### config.mk
export PLATFORM = sky130hd
export DESIGN_NAME = hbdpc_top
export DESIGN_NICKNAME = d
export VERILOG_FILES = /design/src/common/hbdpc_pkg.sv /design/src/common/hbdpc_lane_if.sv /design/src/rtl/hbdpc_grp_coder.sv /design/src/rtl/hbdpc_top.sv
export SDC_FILE = /design/constraint.sdc
export NUM_CORES = 1
export LEC_CHECK = 0
export ABC_AREA = 1
export BUFFER_PORTS_ARGS = -buffer_cell sky130_fd_sc_hd__buf_4
export CORE_MARGIN = 2
export CORE_UTILIZATION = 57
export CTS_BUF_LIST = sky130_fd_sc_hd__clkbuf_4 sky130_fd_sc_hd__clkbuf_8 sky130_fd_sc_hd__clkbuf_16
export CTS_CLUSTER_DIAMETER = 50
export DETAILED_ROUTE_END_ITERATION = 10
export GPL_ROUTABILITY_DRIVEN = 1
export PLACE_DENSITY_LB_ADDON = 0.05
export RECOVER_POWER = 50
export SLEW_MARGIN = 25
export SYNTH_ARGS = -nofsm -noshare
export SYNTH_HDL_FRONTEND = slang
export SYNTH_SLANG_ARGS = --single-unit
### constraint.sdc
create_clock -name i_clk -period 12.6 [get_ports i_clk]
set_input_delay 3.78 -clock i_clk [delete_from_list [all_inputs] [get_ports i_clk]]
set_output_delay 3.78 -clock i_clk [all_outputs]
set_load 0.05 [all_outputs]
### src/common/hbdpc_pkg.sv
// shared constants for the host bus data phase coder
package hbdpc_pkg;
  localparam int DATA_W = 64;
  localparam int GRP_W = 16;
  localparam int GRP_N = 4;
  localparam int GRP_HALF = 8;
  localparam logic [63:0] DATA_RST = 64'h0;
  localparam logic [3:0] FLAG_RST = 4'h0;
endpackage

### src/common/hbdpc_lane_if.sv
// carries one lane group's previous and next values to the group coder
interface hbdpc_lane_if;
  logic [15:0] prev_bus;
  logic [15:0] next_data;
  logic        invert;
  modport coder (input prev_bus, input next_data, output invert);
  modport user  (output prev_bus, output next_data, input invert);
endinterface

### src/rtl/hbdpc_grp_coder.sv
// decides inversion for one 16-bit lane group
module hbdpc_grp_coder
  import hbdpc_pkg::*;
(
  hbdpc_lane_if.coder lane
);
  logic [15:0] diff;
  logic [4:0]  cnt;
  always_comb begin
    diff = lane.prev_bus ^ lane.next_data;
    cnt = 5'h00;
    for (int b = 0; b < GRP_W; b++) begin
      cnt = cnt + {4'h0, diff[b]};
    end
    lane.invert = (cnt > 5'(GRP_HALF)); // see RQ3
  end
endmodule

### src/rtl/hbdpc_top.sv
// data phase coder: parity, lane inversion and data-valid for both directions
// Overview of operation
// RQ1: the agent driving the 64 data lines also drives the four parity bits over them.
// RQ2: the transmitter asserts a group's inversion flag when that group is sent inverted.
// RQ3: a group is inverted when more than half its bits would otherwise toggle.
// RQ4: a receiver undoes inversion of each group whose flag is asserted.
// RQ5: the driver asserts data-valid on every transfer word.
// RQ6: the driver may drop data-valid for idle clocks and the receiver ignores those clocks.
// RQ7: flag bit n covers data lines 16n to 16n+15.
module hbdpc_top
  import hbdpc_pkg::*;
(
  input  wire logic        i_clk,
  input  wire logic        i_rst,
  input  wire logic        i_tx_valid,
  input  wire logic [63:0] i_tx_data,
  output logic      [63:0] o_bus_data,
  output logic      [3:0]  o_bus_parity,
  output logic      [3:0]  o_bus_invert,
  output logic             o_bus_valid,
  output logic             o_bus_oe,
  input  wire logic [63:0] i_bus_data,
  input  wire logic [3:0]  i_bus_parity,
  input  wire logic [3:0]  i_bus_invert,
  input  wire logic        i_bus_valid,
  output logic             o_rx_valid,
  output logic      [63:0] o_rx_data,
  output logic      [3:0]  o_rx_parity_err
);
  logic [63:0] bus_data_r;
  logic [3:0]  inv_nxt;
  logic [63:0] enc_nxt;
  logic [3:0]  par_nxt;

  genvar g;
  generate
    for (g = 0; g < GRP_N; g++) begin : g_grp
      hbdpc_lane_if lane ();
      assign lane.prev_bus = bus_data_r[g*GRP_W +: GRP_W];   // see RQ7
      assign lane.next_data = i_tx_data[g*GRP_W +: GRP_W];
      hbdpc_grp_coder u_coder (.lane(lane.coder));
      assign inv_nxt[g] = i_tx_valid & lane.invert;
      assign enc_nxt[g*GRP_W +: GRP_W] = inv_nxt[g] ? ~lane.next_data : lane.next_data; // see RQ2
      assign par_nxt[g] = ^enc_nxt[g*GRP_W +: GRP_W]; // see RQ1
    end
  endgenerate

  // transmit side: bus holds last value in idle clocks so toggle count stays honest
  always_ff @(posedge i_clk) begin
    if (i_rst) begin
      bus_data_r   <= DATA_RST;
      o_bus_invert <= FLAG_RST;
      o_bus_parity <= FLAG_RST;
      o_bus_valid  <= 1'b0;
      o_bus_oe     <= 1'b0;
    end else begin
      o_bus_valid <= i_tx_valid; // see RQ5
      o_bus_oe    <= i_tx_valid; // see RQ1
      if (i_tx_valid) begin
        bus_data_r   <= enc_nxt;
        o_bus_invert <= inv_nxt; // see RQ2
        o_bus_parity <= par_nxt; // see RQ1
      end
    end
  end
  assign o_bus_data = bus_data_r;

  // receive side: same clock, pins sampled twice
  logic [63:0] rd_s1;
  logic [63:0] rd_s2;
  logic [3:0]  rp_s1;
  logic [3:0]  rp_s2;
  logic [3:0]  ri_s1;
  logic [3:0]  ri_s2;
  logic        rv_s1;
  logic        rv_s2;
  always_ff @(posedge i_clk) begin
    if (i_rst) begin
      rd_s1 <= DATA_RST;
      rd_s2 <= DATA_RST;
      rp_s1 <= FLAG_RST;
      rp_s2 <= FLAG_RST;
      ri_s1 <= FLAG_RST;
      ri_s2 <= FLAG_RST;
      rv_s1 <= 1'b0;
      rv_s2 <= 1'b0;
    end else begin
      rd_s1 <= i_bus_data;
      rd_s2 <= rd_s1;
      rp_s1 <= i_bus_parity;
      rp_s2 <= rp_s1;
      ri_s1 <= i_bus_invert;
      ri_s2 <= ri_s1;
      rv_s1 <= i_bus_valid;
      rv_s2 <= rv_s1;
    end
  end

  logic [63:0] dec_nxt;
  logic [3:0]  perr_nxt;
  always_comb begin
    for (int n = 0; n < GRP_N; n++) begin
      dec_nxt[n*GRP_W +: GRP_W] = ri_s2[n] ? ~rd_s2[n*GRP_W +: GRP_W] : rd_s2[n*GRP_W +: GRP_W]; // see RQ4
      perr_nxt[n] = (^rd_s2[n*GRP_W +: GRP_W]) ^ rp_s2[n];
    end
  end

  always_ff @(posedge i_clk) begin
    if (i_rst) begin
      o_rx_valid      <= 1'b0;
      o_rx_data       <= DATA_RST;
      o_rx_parity_err <= FLAG_RST;
    end else begin
      o_rx_valid <= rv_s2;
      if (rv_s2) begin // see RQ6
        o_rx_data       <= dec_nxt;
        o_rx_parity_err <= perr_nxt;
      end
    end
  end

  // transmit side: valid, enable and idle behaviour
  a_valid_follows: assert property (@(posedge i_clk) disable iff (i_rst) // see RQ5
    i_tx_valid |=> o_bus_valid && o_bus_oe)
    else $error("valid not driven");

  a_idle_no_valid: assert property (@(posedge i_clk) disable iff (i_rst) // see RQ6
    !i_tx_valid |=> !o_bus_valid && $stable(o_bus_data))
    else $error("idle clock not clean");

  a_oe_tracks_valid: assert property (@(posedge i_clk) disable iff (i_rst) // see RQ1
    o_bus_oe == o_bus_valid)
    else $error("drive enable differs from valid");

  a_idle_flags_hold: assert property (@(posedge i_clk) disable iff (i_rst) // see RQ2
    !i_tx_valid |=> $stable(o_bus_invert) && $stable(o_bus_parity))
    else $error("flags changed in idle clock");

  a_parity_match: assert property (@(posedge i_clk) disable iff (i_rst) // see RQ1
    o_bus_valid |-> o_bus_parity == {^o_bus_data[63:48], ^o_bus_data[47:32],
                                     ^o_bus_data[31:16], ^o_bus_data[15:0]})
    else $error("parity wrong");

  // each group must give back the true word once its flag is applied
  a_grp0_recover: assert property (@(posedge i_clk) disable iff (i_rst) // see RQ2
    i_tx_valid |=> (o_bus_data[15:0] ^ {16{o_bus_invert[0]}}) == $past(i_tx_data[15:0]))
    else $error("group 0 not recoverable");

  a_grp1_recover: assert property (@(posedge i_clk) disable iff (i_rst) // see RQ7
    i_tx_valid |=> (o_bus_data[31:16] ^ {16{o_bus_invert[1]}}) == $past(i_tx_data[31:16]))
    else $error("group 1 not recoverable");

  a_grp2_recover: assert property (@(posedge i_clk) disable iff (i_rst) // see RQ7
    i_tx_valid |=> (o_bus_data[47:32] ^ {16{o_bus_invert[2]}}) == $past(i_tx_data[47:32]))
    else $error("group 2 not recoverable");

  a_grp3_recover: assert property (@(posedge i_clk) disable iff (i_rst) // see RQ7
    i_tx_valid |=> (o_bus_data[63:48] ^ {16{o_bus_invert[3]}}) == $past(i_tx_data[63:48]))
    else $error("group 3 not recoverable");

  // flag set exactly when the raw word would toggle more than half the group
  a_grp0_decide: assert property (@(posedge i_clk) disable iff (i_rst) // see RQ3
    i_tx_valid |=> o_bus_invert[0] == ($countones($past(i_tx_data[15:0]) ^ $past(o_bus_data[15:0])) > GRP_HALF))
    else $error("group 0 inversion decision wrong");

  a_grp1_decide: assert property (@(posedge i_clk) disable iff (i_rst) // see RQ3
    i_tx_valid |=> o_bus_invert[1] == ($countones($past(i_tx_data[31:16]) ^ $past(o_bus_data[31:16])) > GRP_HALF))
    else $error("group 1 inversion decision wrong");

  a_grp2_decide: assert property (@(posedge i_clk) disable iff (i_rst) // see RQ3
    i_tx_valid |=> o_bus_invert[2] == ($countones($past(i_tx_data[47:32]) ^ $past(o_bus_data[47:32])) > GRP_HALF))
    else $error("group 2 inversion decision wrong");

  a_grp3_decide: assert property (@(posedge i_clk) disable iff (i_rst) // see RQ3
    i_tx_valid |=> o_bus_invert[3] == ($countones($past(i_tx_data[63:48]) ^ $past(o_bus_data[63:48])) > GRP_HALF))
    else $error("group 3 inversion decision wrong");

  a_toggle_limit: assert property (@(posedge i_clk) disable iff (i_rst) // see RQ3
    o_bus_valid && $past(o_bus_valid) && !$past(i_rst) |->
      $countones(o_bus_data[15:0] ^ $past(o_bus_data[15:0])) <= 8)
    else $error("too many toggles");

  a_toggle_grp1: assert property (@(posedge i_clk) disable iff (i_rst) // see RQ3
    o_bus_valid && $past(o_bus_valid) && !$past(i_rst) |->
      $countones(o_bus_data[31:16] ^ $past(o_bus_data[31:16])) <= 8)
    else $error("too many toggles in group 1");

  a_toggle_grp2: assert property (@(posedge i_clk) disable iff (i_rst) // see RQ3
    o_bus_valid && $past(o_bus_valid) && !$past(i_rst) |->
      $countones(o_bus_data[47:32] ^ $past(o_bus_data[47:32])) <= 8)
    else $error("too many toggles in group 2");

  a_toggle_grp3: assert property (@(posedge i_clk) disable iff (i_rst) // see RQ3
    o_bus_valid && $past(o_bus_valid) && !$past(i_rst) |->
      $countones(o_bus_data[63:48] ^ $past(o_bus_data[63:48])) <= 8)
    else $error("too many toggles in group 3");

  // receive side: latency, decode and idle clocks
  a_rx_latency: assert property (@(posedge i_clk) disable iff (i_rst) // see RQ5
    i_bus_valid |-> ##3 o_rx_valid)
    else $error("rx word not delivered");

  a_rx_decode: assert property (@(posedge i_clk) disable iff (i_rst) // see RQ4
    rv_s2 |=> o_rx_valid && o_rx_data[31:16] == ($past(rd_s2[31:16]) ^ {16{$past(ri_s2[1])}}))
    else $error("rx decode wrong");

  a_rx_decode_g0: assert property (@(posedge i_clk) disable iff (i_rst) // see RQ7
    rv_s2 |=> o_rx_data[15:0] == ($past(rd_s2[15:0]) ^ {16{$past(ri_s2[0])}}))
    else $error("rx group 0 decode wrong");

  a_rx_decode_g2: assert property (@(posedge i_clk) disable iff (i_rst) // see RQ7
    rv_s2 |=> o_rx_data[47:32] == ($past(rd_s2[47:32]) ^ {16{$past(ri_s2[2])}}))
    else $error("rx group 2 decode wrong");

  a_rx_decode_g3: assert property (@(posedge i_clk) disable iff (i_rst) // see RQ7
    rv_s2 |=> o_rx_data[63:48] == ($past(rd_s2[63:48]) ^ {16{$past(ri_s2[3])}}))
    else $error("rx group 3 decode wrong");

  a_rx_parity_flag: assert property (@(posedge i_clk) disable iff (i_rst) // see RQ1
    rv_s2 |=> o_rx_parity_err[0] == ($past(^rd_s2[15:0]) ^ $past(rp_s2[0])))
    else $error("rx parity flag wrong");

  a_rx_idle_hold: assert property (@(posedge i_clk) disable iff (i_rst) // see RQ6
    !rv_s2 |=> !o_rx_valid && $stable(o_rx_data))
    else $error("rx idle not ignored");

  a_rx_idle_err: assert property (@(posedge i_clk) disable iff (i_rst) // see RQ6
    !rv_s2 |=> $stable(o_rx_parity_err))
    else $error("rx parity flag changed in idle clock");
endmodule

* Word level (Yosys, flattened, before mapping)
Cells that the tools add are included. Widths: inputs -> output; s select.
Word-level totals: latch bits 0, ROM bits 0, bits in registers 288, input port bits 140, logic and storage cells 115, bits in writable memories 0, memories kept 0, output and inout bits 143
Operators by class: eq/ne operators 0, muxes and demuxes 8, shifts and indexed selects 0, bitwise operators 20, magnitude comparators 4, multiply operators 0, reductions and logical operators 8, add/subtract/negate cells 60, div/mod/pow operators 0
Operator list (number):
- $add 5x1->5 | 56
- $mux 16 | 8
- $not 16->16 | 8
- $reduce_xor 16->1 | 8
- $xor 16x16->16 | 4
- $gt 5x4->1 const B | 4
- $add 1x1->2 | 4
- $and 1x1->1 | 4
- $xor 1x1->1 | 4

* Longest topological paths before layout
Gate-level depths: netlist of run 1.
depth after elaboration 20, mapped depth 21, gate-level depth less buffers 20

* By module
A second synthesis of run 1 with hierarchy kept.
Second synthesis, totals: cells, all modules 1957, area, all modules 14621.5 µm²
Modules (own cells, without submodules):
- hbdpc_top | area each 12514.5 µm², cells an instance 1711, instances 1, seq. area each 5765.5 µm²
- hbdpc_grp_coder at g_grp[0].u_coder ... | area each 531.8 µm², cells an instance 63, instances 2, seq. area each 0.0 µm²
- hbdpc_grp_coder at g_grp[1].u_coder ... | area each 521.8 µm², cells an instance 60, instances 2, seq. area each 0.0 µm²

* Worst setup path after synthesis of run 1
OpenSTA, ideal clock, no wires.
path type input port to flip-flop, start point in i_tx_data[16], end point reg o_bus_invert[1], data arrival time 8.122 ns, setup slack 4.362 ns, setup time 0.115 ns, data required time 12.485 ns, cell stages on the path 17, path buffers 2, cell sequence clkbuf_2 xor2_1 ha_1 fa_1 fa_1 fa_1 inv_1 fa_1 fa_1 fa_1 xor2_1 nand3_1 nand3_4 nand2_2 buf_6 o21ai_0 inv_1
Between the ends: cells in the longest elaborated chain, start to end 18
Ends and longest elaborated chain:
- start: declaration | line hbdpc_top.sv:16 | input wire logic [63:0] i_tx_data,
- $xor 16x16->16 | line hbdpc_grp_coder.sv:10 | diff = lane.prev_bus ^ lane.next_data;
- $add 1x1->2 | line hbdpc_grp_coder.sv:13 | cnt = cnt + {4'h0, diff[b]};
- $add 5x1->5 (14 in series) | line hbdpc_grp_coder.sv:13
- $gt 5x4->1 | line hbdpc_grp_coder.sv:15 | lane.invert = (cnt > 5'(GRP_HALF));
- $and 1x1->1 | line hbdpc_top.sv:42 | assign inv_nxt[g] = i_tx_valid & lane.invert;
- end signal: assignment | line hbdpc_top.sv:61 | o_bus_invert <= inv_nxt;
- end: declaration | line hbdpc_top.sv:19 | output logic [3:0] o_bus_invert,
Every way passes these cells. A chain may end at the register's enable or synchronous reset.

==> results.json, run 1 <==
{
  "status": "finished, violations left",
  "violations": "capacitance limit, slew limit",
  "cp_max_fo": 135,
  "relSlewSlack_pct": -275,
  "max_slew.worst_pin.slew_ns": 5.62,
  "critical_path.max_stage_delay_ns": 3.86,
  "fin_tns_setup_ns": 0,
  "drtPass1Iterations": 5,
  "async_flop_share_pct": 0,
  "numCtsBuffers": 36,
  "fin_crit_ns": 8.96,
  "crit_path_top_delay_cell": "clkbuf_1",
  "post_drt_via_cell_ratio": 4.73,
  "postRouteAntennaNets": 0,
  "finalCritPeriodShare_pct": 71.1,
  "synth_ff_type": "dfxtp_1",
  "ios": 283,
  "rsz0062_at_grt": "no",
  "synth_cells": 2266,
  "first_global_vias": 12661,
  "diodes": 0,
  "wire_per_inst_um": 12.4,
  "wl_mm": 35.6,
  "post_cts_buffers": 0,
  "route.detailed.drc": 0,
  "fin_skew_ns": 0.0162,
  "avgSynthCellArea_um2": 6.96,
  "synth_simple_gate_area_share_pct": 25.8,
  "cts_tree": "built",
  "fp.dieArea_um2": 29000,
  "synth_compound_area_share_pct": 6.74,
  "synth_edf_count": 0,
  "clk_latency_ns": 0.51,
  "finalHoldViolCount": 0,
  "fillers": 2369,
  "yosysSeqAreaShare_pct": 36.5,
  "cp_top_family": "buffers and inverters",
  "cts.sinks": 288,
  "die_h_um": 170,
  "cts_resized": 0,
  "setup_viol": 0,
  "yosysWarnings": 0,
  "gr-total-overflow": 0,
  "die_w_um": 170,
  "synth_area_um2": 15800,
  "drt_iter0_markers": 849,
  "yosys.area_share.xor_xnor_pct": 10.8,
  "clock.fmax_mhz": 112,
  "coreArea_um2": 27100,
  "cp_cell_sequence": "clkbuf_1 -> buf_4 -> nor2_1 -> o21ai_0 -> inv_1",
  "clockBufferDepth": 3,
  "required_ns": 12.99,
  "vias": 13555,
  "maxCapViolCount": 1,
  "initial_utilization_pct": 58.2,
  "yosysUniqueCellTypes": 31,
  "antenna_found_initial": 0,
  "synthAdderAreaFrac_pct": 6.66,
  "final_max_slew_viol_count": 136,
  "grtUsageTotal_pct": 24.4,
  "regToRegSetupSlack_ns": 7.31,
  "cp.arrival_ns": 9.35,
  "cts-root-buf": "clkbuf_16",
  "clkTransAtPathRegs_ns": 0.06,
  "min_path_type": "reg2reg",
  "layout-drive-gt1-share_pct": 11.2,
  "syn2layout_area_growth_pct": 17.8,
  "worst-path-buf-inv": 3,
  "critPathLaunchType": "input port",
  "rows": 60,
  "grt_pass1_wl_mm": 58.4,
  "ys_ff_latch": 288,
  "hold_buffers": 0,
  "synth_top_family_by_area": "simple AND/OR/NAND/NOR gates",
  "io_buffer_count": 282,
  "gp_congestion": 0.820,
  "synthMuxAreaShare_pct": 0,
  "holdWs_ns": 0.386,
  "grt_max_degree": 136,
  "critical_path_class": "in2reg",
  "postSynthNetCount": 2466,
  "dp_hpwl_mm": 25.2,
  "htreeDepth": 2,
  "nets": 2668,
  "endpoint_kind": "register"
}
## worst reg2reg max path, stage by stage, from the launching register on
cell and delay, ns:
dfxtp_1 0.34, xor2_1 0.17, ha_1 0.32, fa_1 0.52
fa_1 0.53, fa_1 0.55, inv_1 0.06, fa_1 0.50
fa_1 0.47, fa_1 0.40, o21ai_0 0.18, nand2_1 0.41
nand2_2 0.51, nand2_1 0.11, a31oi_1 0.15
## state kept, by name, indices dropped and copies added, names as in the netlist
signal,count
o_rx_parity_err,4
rv_s2,1
rd_s1,64
rp_s1,4
ri_s1,4
o_rx_data,64
rp_s2,4
rv_s1,1
rd_s2,64
ri_s2,4
o_bus_parity,4
o_bus_oe,1
o_rx_valid,1
o_bus_data,64
o_bus_invert,4
## through the flow
step | std cells | area (um2) | worst slack (ns) | util, %
after floorplan | 2266 | 15800 | 4.36 | -
after global placement | 2802 | 17800 | 3.95 | 65.6
after detailed placement | 2802 | 17800 | 3.82 | 65.7
after CTS | 2863 | 19000 | 4.33 | 70.0
after global routing | 2863 | 18600 | 2.99 | 68.6
final | 2863 | 18600 | 3.64 | 68.6
## layout by cell type, fill, tap and decap left out, types with 20 or more instances in the layout
| master | synthesis | final |
|---|---|---|
| xor2_1 | 142 | 142 |
| a21oi_1 | 20 | 20 |
| nand2_1 | 495 | 495 |
| clkbuf_1 | 42 | 102 |
| dfxtp_1 | 288 | 287 |
| buf_4 | 3 | 183 |
| inv_1 | 398 | 398 |
| xnor2_1 | 53 | 53 |
| a31oi_1 | 23 | 23 |
| fa_1 | 40 | 40 |
| nor2_1 | 389 | 389 |
| ha_1 | 20 | 20 |
| nand3_1 | 103 | 103 |
| o21ai_0 | 112 | 112 |
| clkbuf_16 | 0 | 37 |
| o21ai_1 | 23 | 22 |
## cell usage after synthesis (all sizes together), types with 20 or more instances
master  count  area, um2
a31oi      32        257
nand2     508       1990
clkbuf     67        283
ha         20        250
xor2      142       1240
a21oi      20        100
inv       401       1510
fa         40        801
buf        55        327
xnor2      53        464
o21ai     136        692
nand3     107        578
nor2      389       1460
dfxtp     288       5770
## metal layers
metal  GRT usage, %  vias up  wire, um
met4           6.73        0       800
met1           28.9     6093     15100
met3           6.33       52      2450
met2           43.5      316     17300
met5              0        -         0
li1               -     7094         -
## cells by family (layout without fill, tap and decap cells)
family                   after synthesis  in the layout
buffers and inverters                523            748
AO/OA/AOI/OAI                        190            190
flip-flops                           288            288
XOR/XNOR                             195            195
adder cells (fa/ha/maj)               60             60
AND/OR/NAND/NOR                     1010           1010
## final timing paths
path                       start              to  cells after the start
setup / recovery           i_rst   o_rx_data[15]                      5
hold / removal         rd_s1[53]       rd_s2[53]                      2
setup reg to reg  o_bus_data[16]  o_bus_data[31]                     14
hold reg to reg        rd_s1[53]       rd_s2[53]                      2
## area by class of cell
class	instances	area [um2]	share of cell area, %
clock buffers	47	1030	5.52
clock inverters	14	151	0.814
inverters	401	1510	8.10
multi-input cells	1455	7910	42.5
flip-flops and latches	288	5770	31.0
well taps	372	465	2.50
repair buffers	286	1770	9.51
Power of run 1 is not shown: default switching activity piles up to over one toggle a cycle in this logic, so the estimate is an artifact.
==> run 2: changes to the inputs <==
--- a/config.mk
+++ b/config.mk
@@ -8,7 +8,7 @@
 export ABC_AREA = 1
 export BUFFER_PORTS_ARGS = -buffer_cell sky130_fd_sc_hd__buf_4
 export CORE_MARGIN = 2
-export CORE_UTILIZATION = 57
+export CORE_UTILIZATION = 51
 export CTS_BUF_LIST = sky130_fd_sc_hd__clkbuf_4 sky130_fd_sc_hd__clkbuf_8 sky130_fd_sc_hd__clkbuf_16
 export CTS_CLUSTER_DIAMETER = 50
 export DETAILED_ROUTE_END_ITERATION = 10
==> constraint.sdc (replaced) <==
create_clock -name i_clk -period 7.6 [get_ports i_clk]
set_input_delay 2.28 -clock i_clk [delete_from_list [all_inputs] [get_ports i_clk]]
set_output_delay 2.28 -clock i_clk [all_outputs]
set_load 0.05 [all_outputs]
==> results.json, run 2 (synthesized netlist as in run 1, its figures left out) <==
{
  "coreArea_um2": 30500,
  "finalCritPeriodShare_pct": 88.1,
  "fp.dieArea_um2": 32400,
  "layout_common_cells": "nand2_1 (495), inv_1 (397), nor2_1 (389)",
  "clk_latency_ns": 0.51,
  "gp_congestion": 0.824,
  "post_drt_via_cell_ratio": 4.67,
  "drtPass1Iterations": 6,
  "violations": "capacitance limit, slew limit",
  "syn2layout_area_growth_pct": 20.5,
  "vias": 13536,
  "min_path_type": "reg2reg",
  "final_max_slew_viol_count": 295,
  "grtUsageTotal_pct": 22.0,
  "relSlewSlack_pct": -116,
  "drt_iter0_markers": 653,
  "setup_viol": 0,
  "numCtsBuffers": 36,
  "holdWs_ns": 0.391,
  "ios": 283,
  "cts_tree": "built",
  "io_buffer_count": 282,
  "cts.sinks": 288,
  "wire_per_inst_um": 12.4,
  "critical_path_class": "in2reg",
  "dr_wl_met3_mm": 2.41,
  "post-route-util_pct": 62.3,
  "cp_max_fo": 32,
  "route.detailed.drc": 0,
  "first_global_vias": 12805,
  "highest_layer": "met4",
  "clkTransAtPathRegs_ns": 0.05,
  "cts_resized": 0,
  "rows": 64,
  "finalHoldViolCount": 0,
  "cp.arrival_ns": 7.09,
  "finalNonFillerCells": 2898,
  "rsz0062_at_grt": "no",
  "fin_tns_setup_ns": 0,
  "required_ns": 7.99,
  "nets": 2672,
  "endpoint_kind": "register",
  "post_cts_buffers": 0,
  "route.met2.wl_mm": 17.2,
  "wl_mm": 35.9,
  "fin_skew_ns": 0.0131,
  "status": "finished, violations left",
  "layout-drive-gt1-share_pct": 14.7,
  "met1_length_mm": 15.4,
  "die_w_um": 180,
  "max_slew.worst_pin.slew_ns": 3.23,
  "cts-root-buf": "clkbuf_16",
  "initial_utilization_pct": 51.7,
  "postRouteAntennaNets": 0,
  "clockBufferDepth": 3,
  "hold_buffers": 0,
  "fin_crit_ns": 6.70,
  "grt_max_degree": 103,
  "critPathLaunchType": "input port",
  "dp_hpwl_mm": 25.6,
  "die_h_um": 180,
  "place_inst": 2830,
  "clock.fmax_mhz": 149,
  "gr-total-overflow": 0,
  "fillers": 2902,
  "final_common_cell": "nand2_1",
  "grt_pass1_wl_mm": 60.2,
  "htreeDepth": 2,
  "maxCapViolCount": 4,
  "antenna_found_initial": 2
}
run 2: layer usage:
layer	track usage, %	up-vias
met4	6.70	0
met1	26.6	6107
met2	38.3	260
met3	5.75	55
li1	-	7114
met5	0	-
run 2: area by class of cell:
type	count	area [um2]	share of cell area, %
sequential	288	5770	30.3
tap	396	495	2.61
antenna	3	7.51	0.0395
clock inverter	17	193	1.01
multi-input combinational	1455	7900	41.6
timing repair buffer	290	2100	11.0
inverter	401	1510	7.93
clock buffer	48	1040	5.47
run 2: path summary, 6_finish.rpt:
check | start | end | slack [ns] | cells past startpoint
setup / recovery | i_tx_data[48] | o_bus_data[49] | 0.90 | 18
hold / removal | rd_s1[59] | rd_s2[59] | 0.39 | 2
setup reg to reg | o_bus_data[48] | o_bus_data[49] | 2.46 | 17
hold reg to reg | rd_s1[59] | rd_s2[59] | 0.39 | 2
run 2: metrics by stage:
step | worst slack, ns | cell area [um2]
3_3_place_gp | 0.572 | 17800
6_report | 0.902 | 19000
2_1_floorplan | 0.862 | 15800
5_1_grt | 0.416 | 19000
4_1_cts | 0.921 | 19100
3_5_place_dp | 0.402 | 17900
run 2: worst max-delay path, cell delays in order:
cell and delay (ns):
buf_4 0.13, xor2_1 0.14, ha_1 0.32, fa_1 0.52, fa_1 0.53, fa_1 0.55
inv_1 0.06, fa_1 0.50, fa_1 0.48, fa_1 0.44, xor2_1 0.17, nand3_1 0.11
nand3_2 0.08, nand2_2 0.33, nand2_1 0.17, nand2_1 0.07, o21ai_1 0.15, inv_1 0.05
Power of run 2 is left out for the same reason.
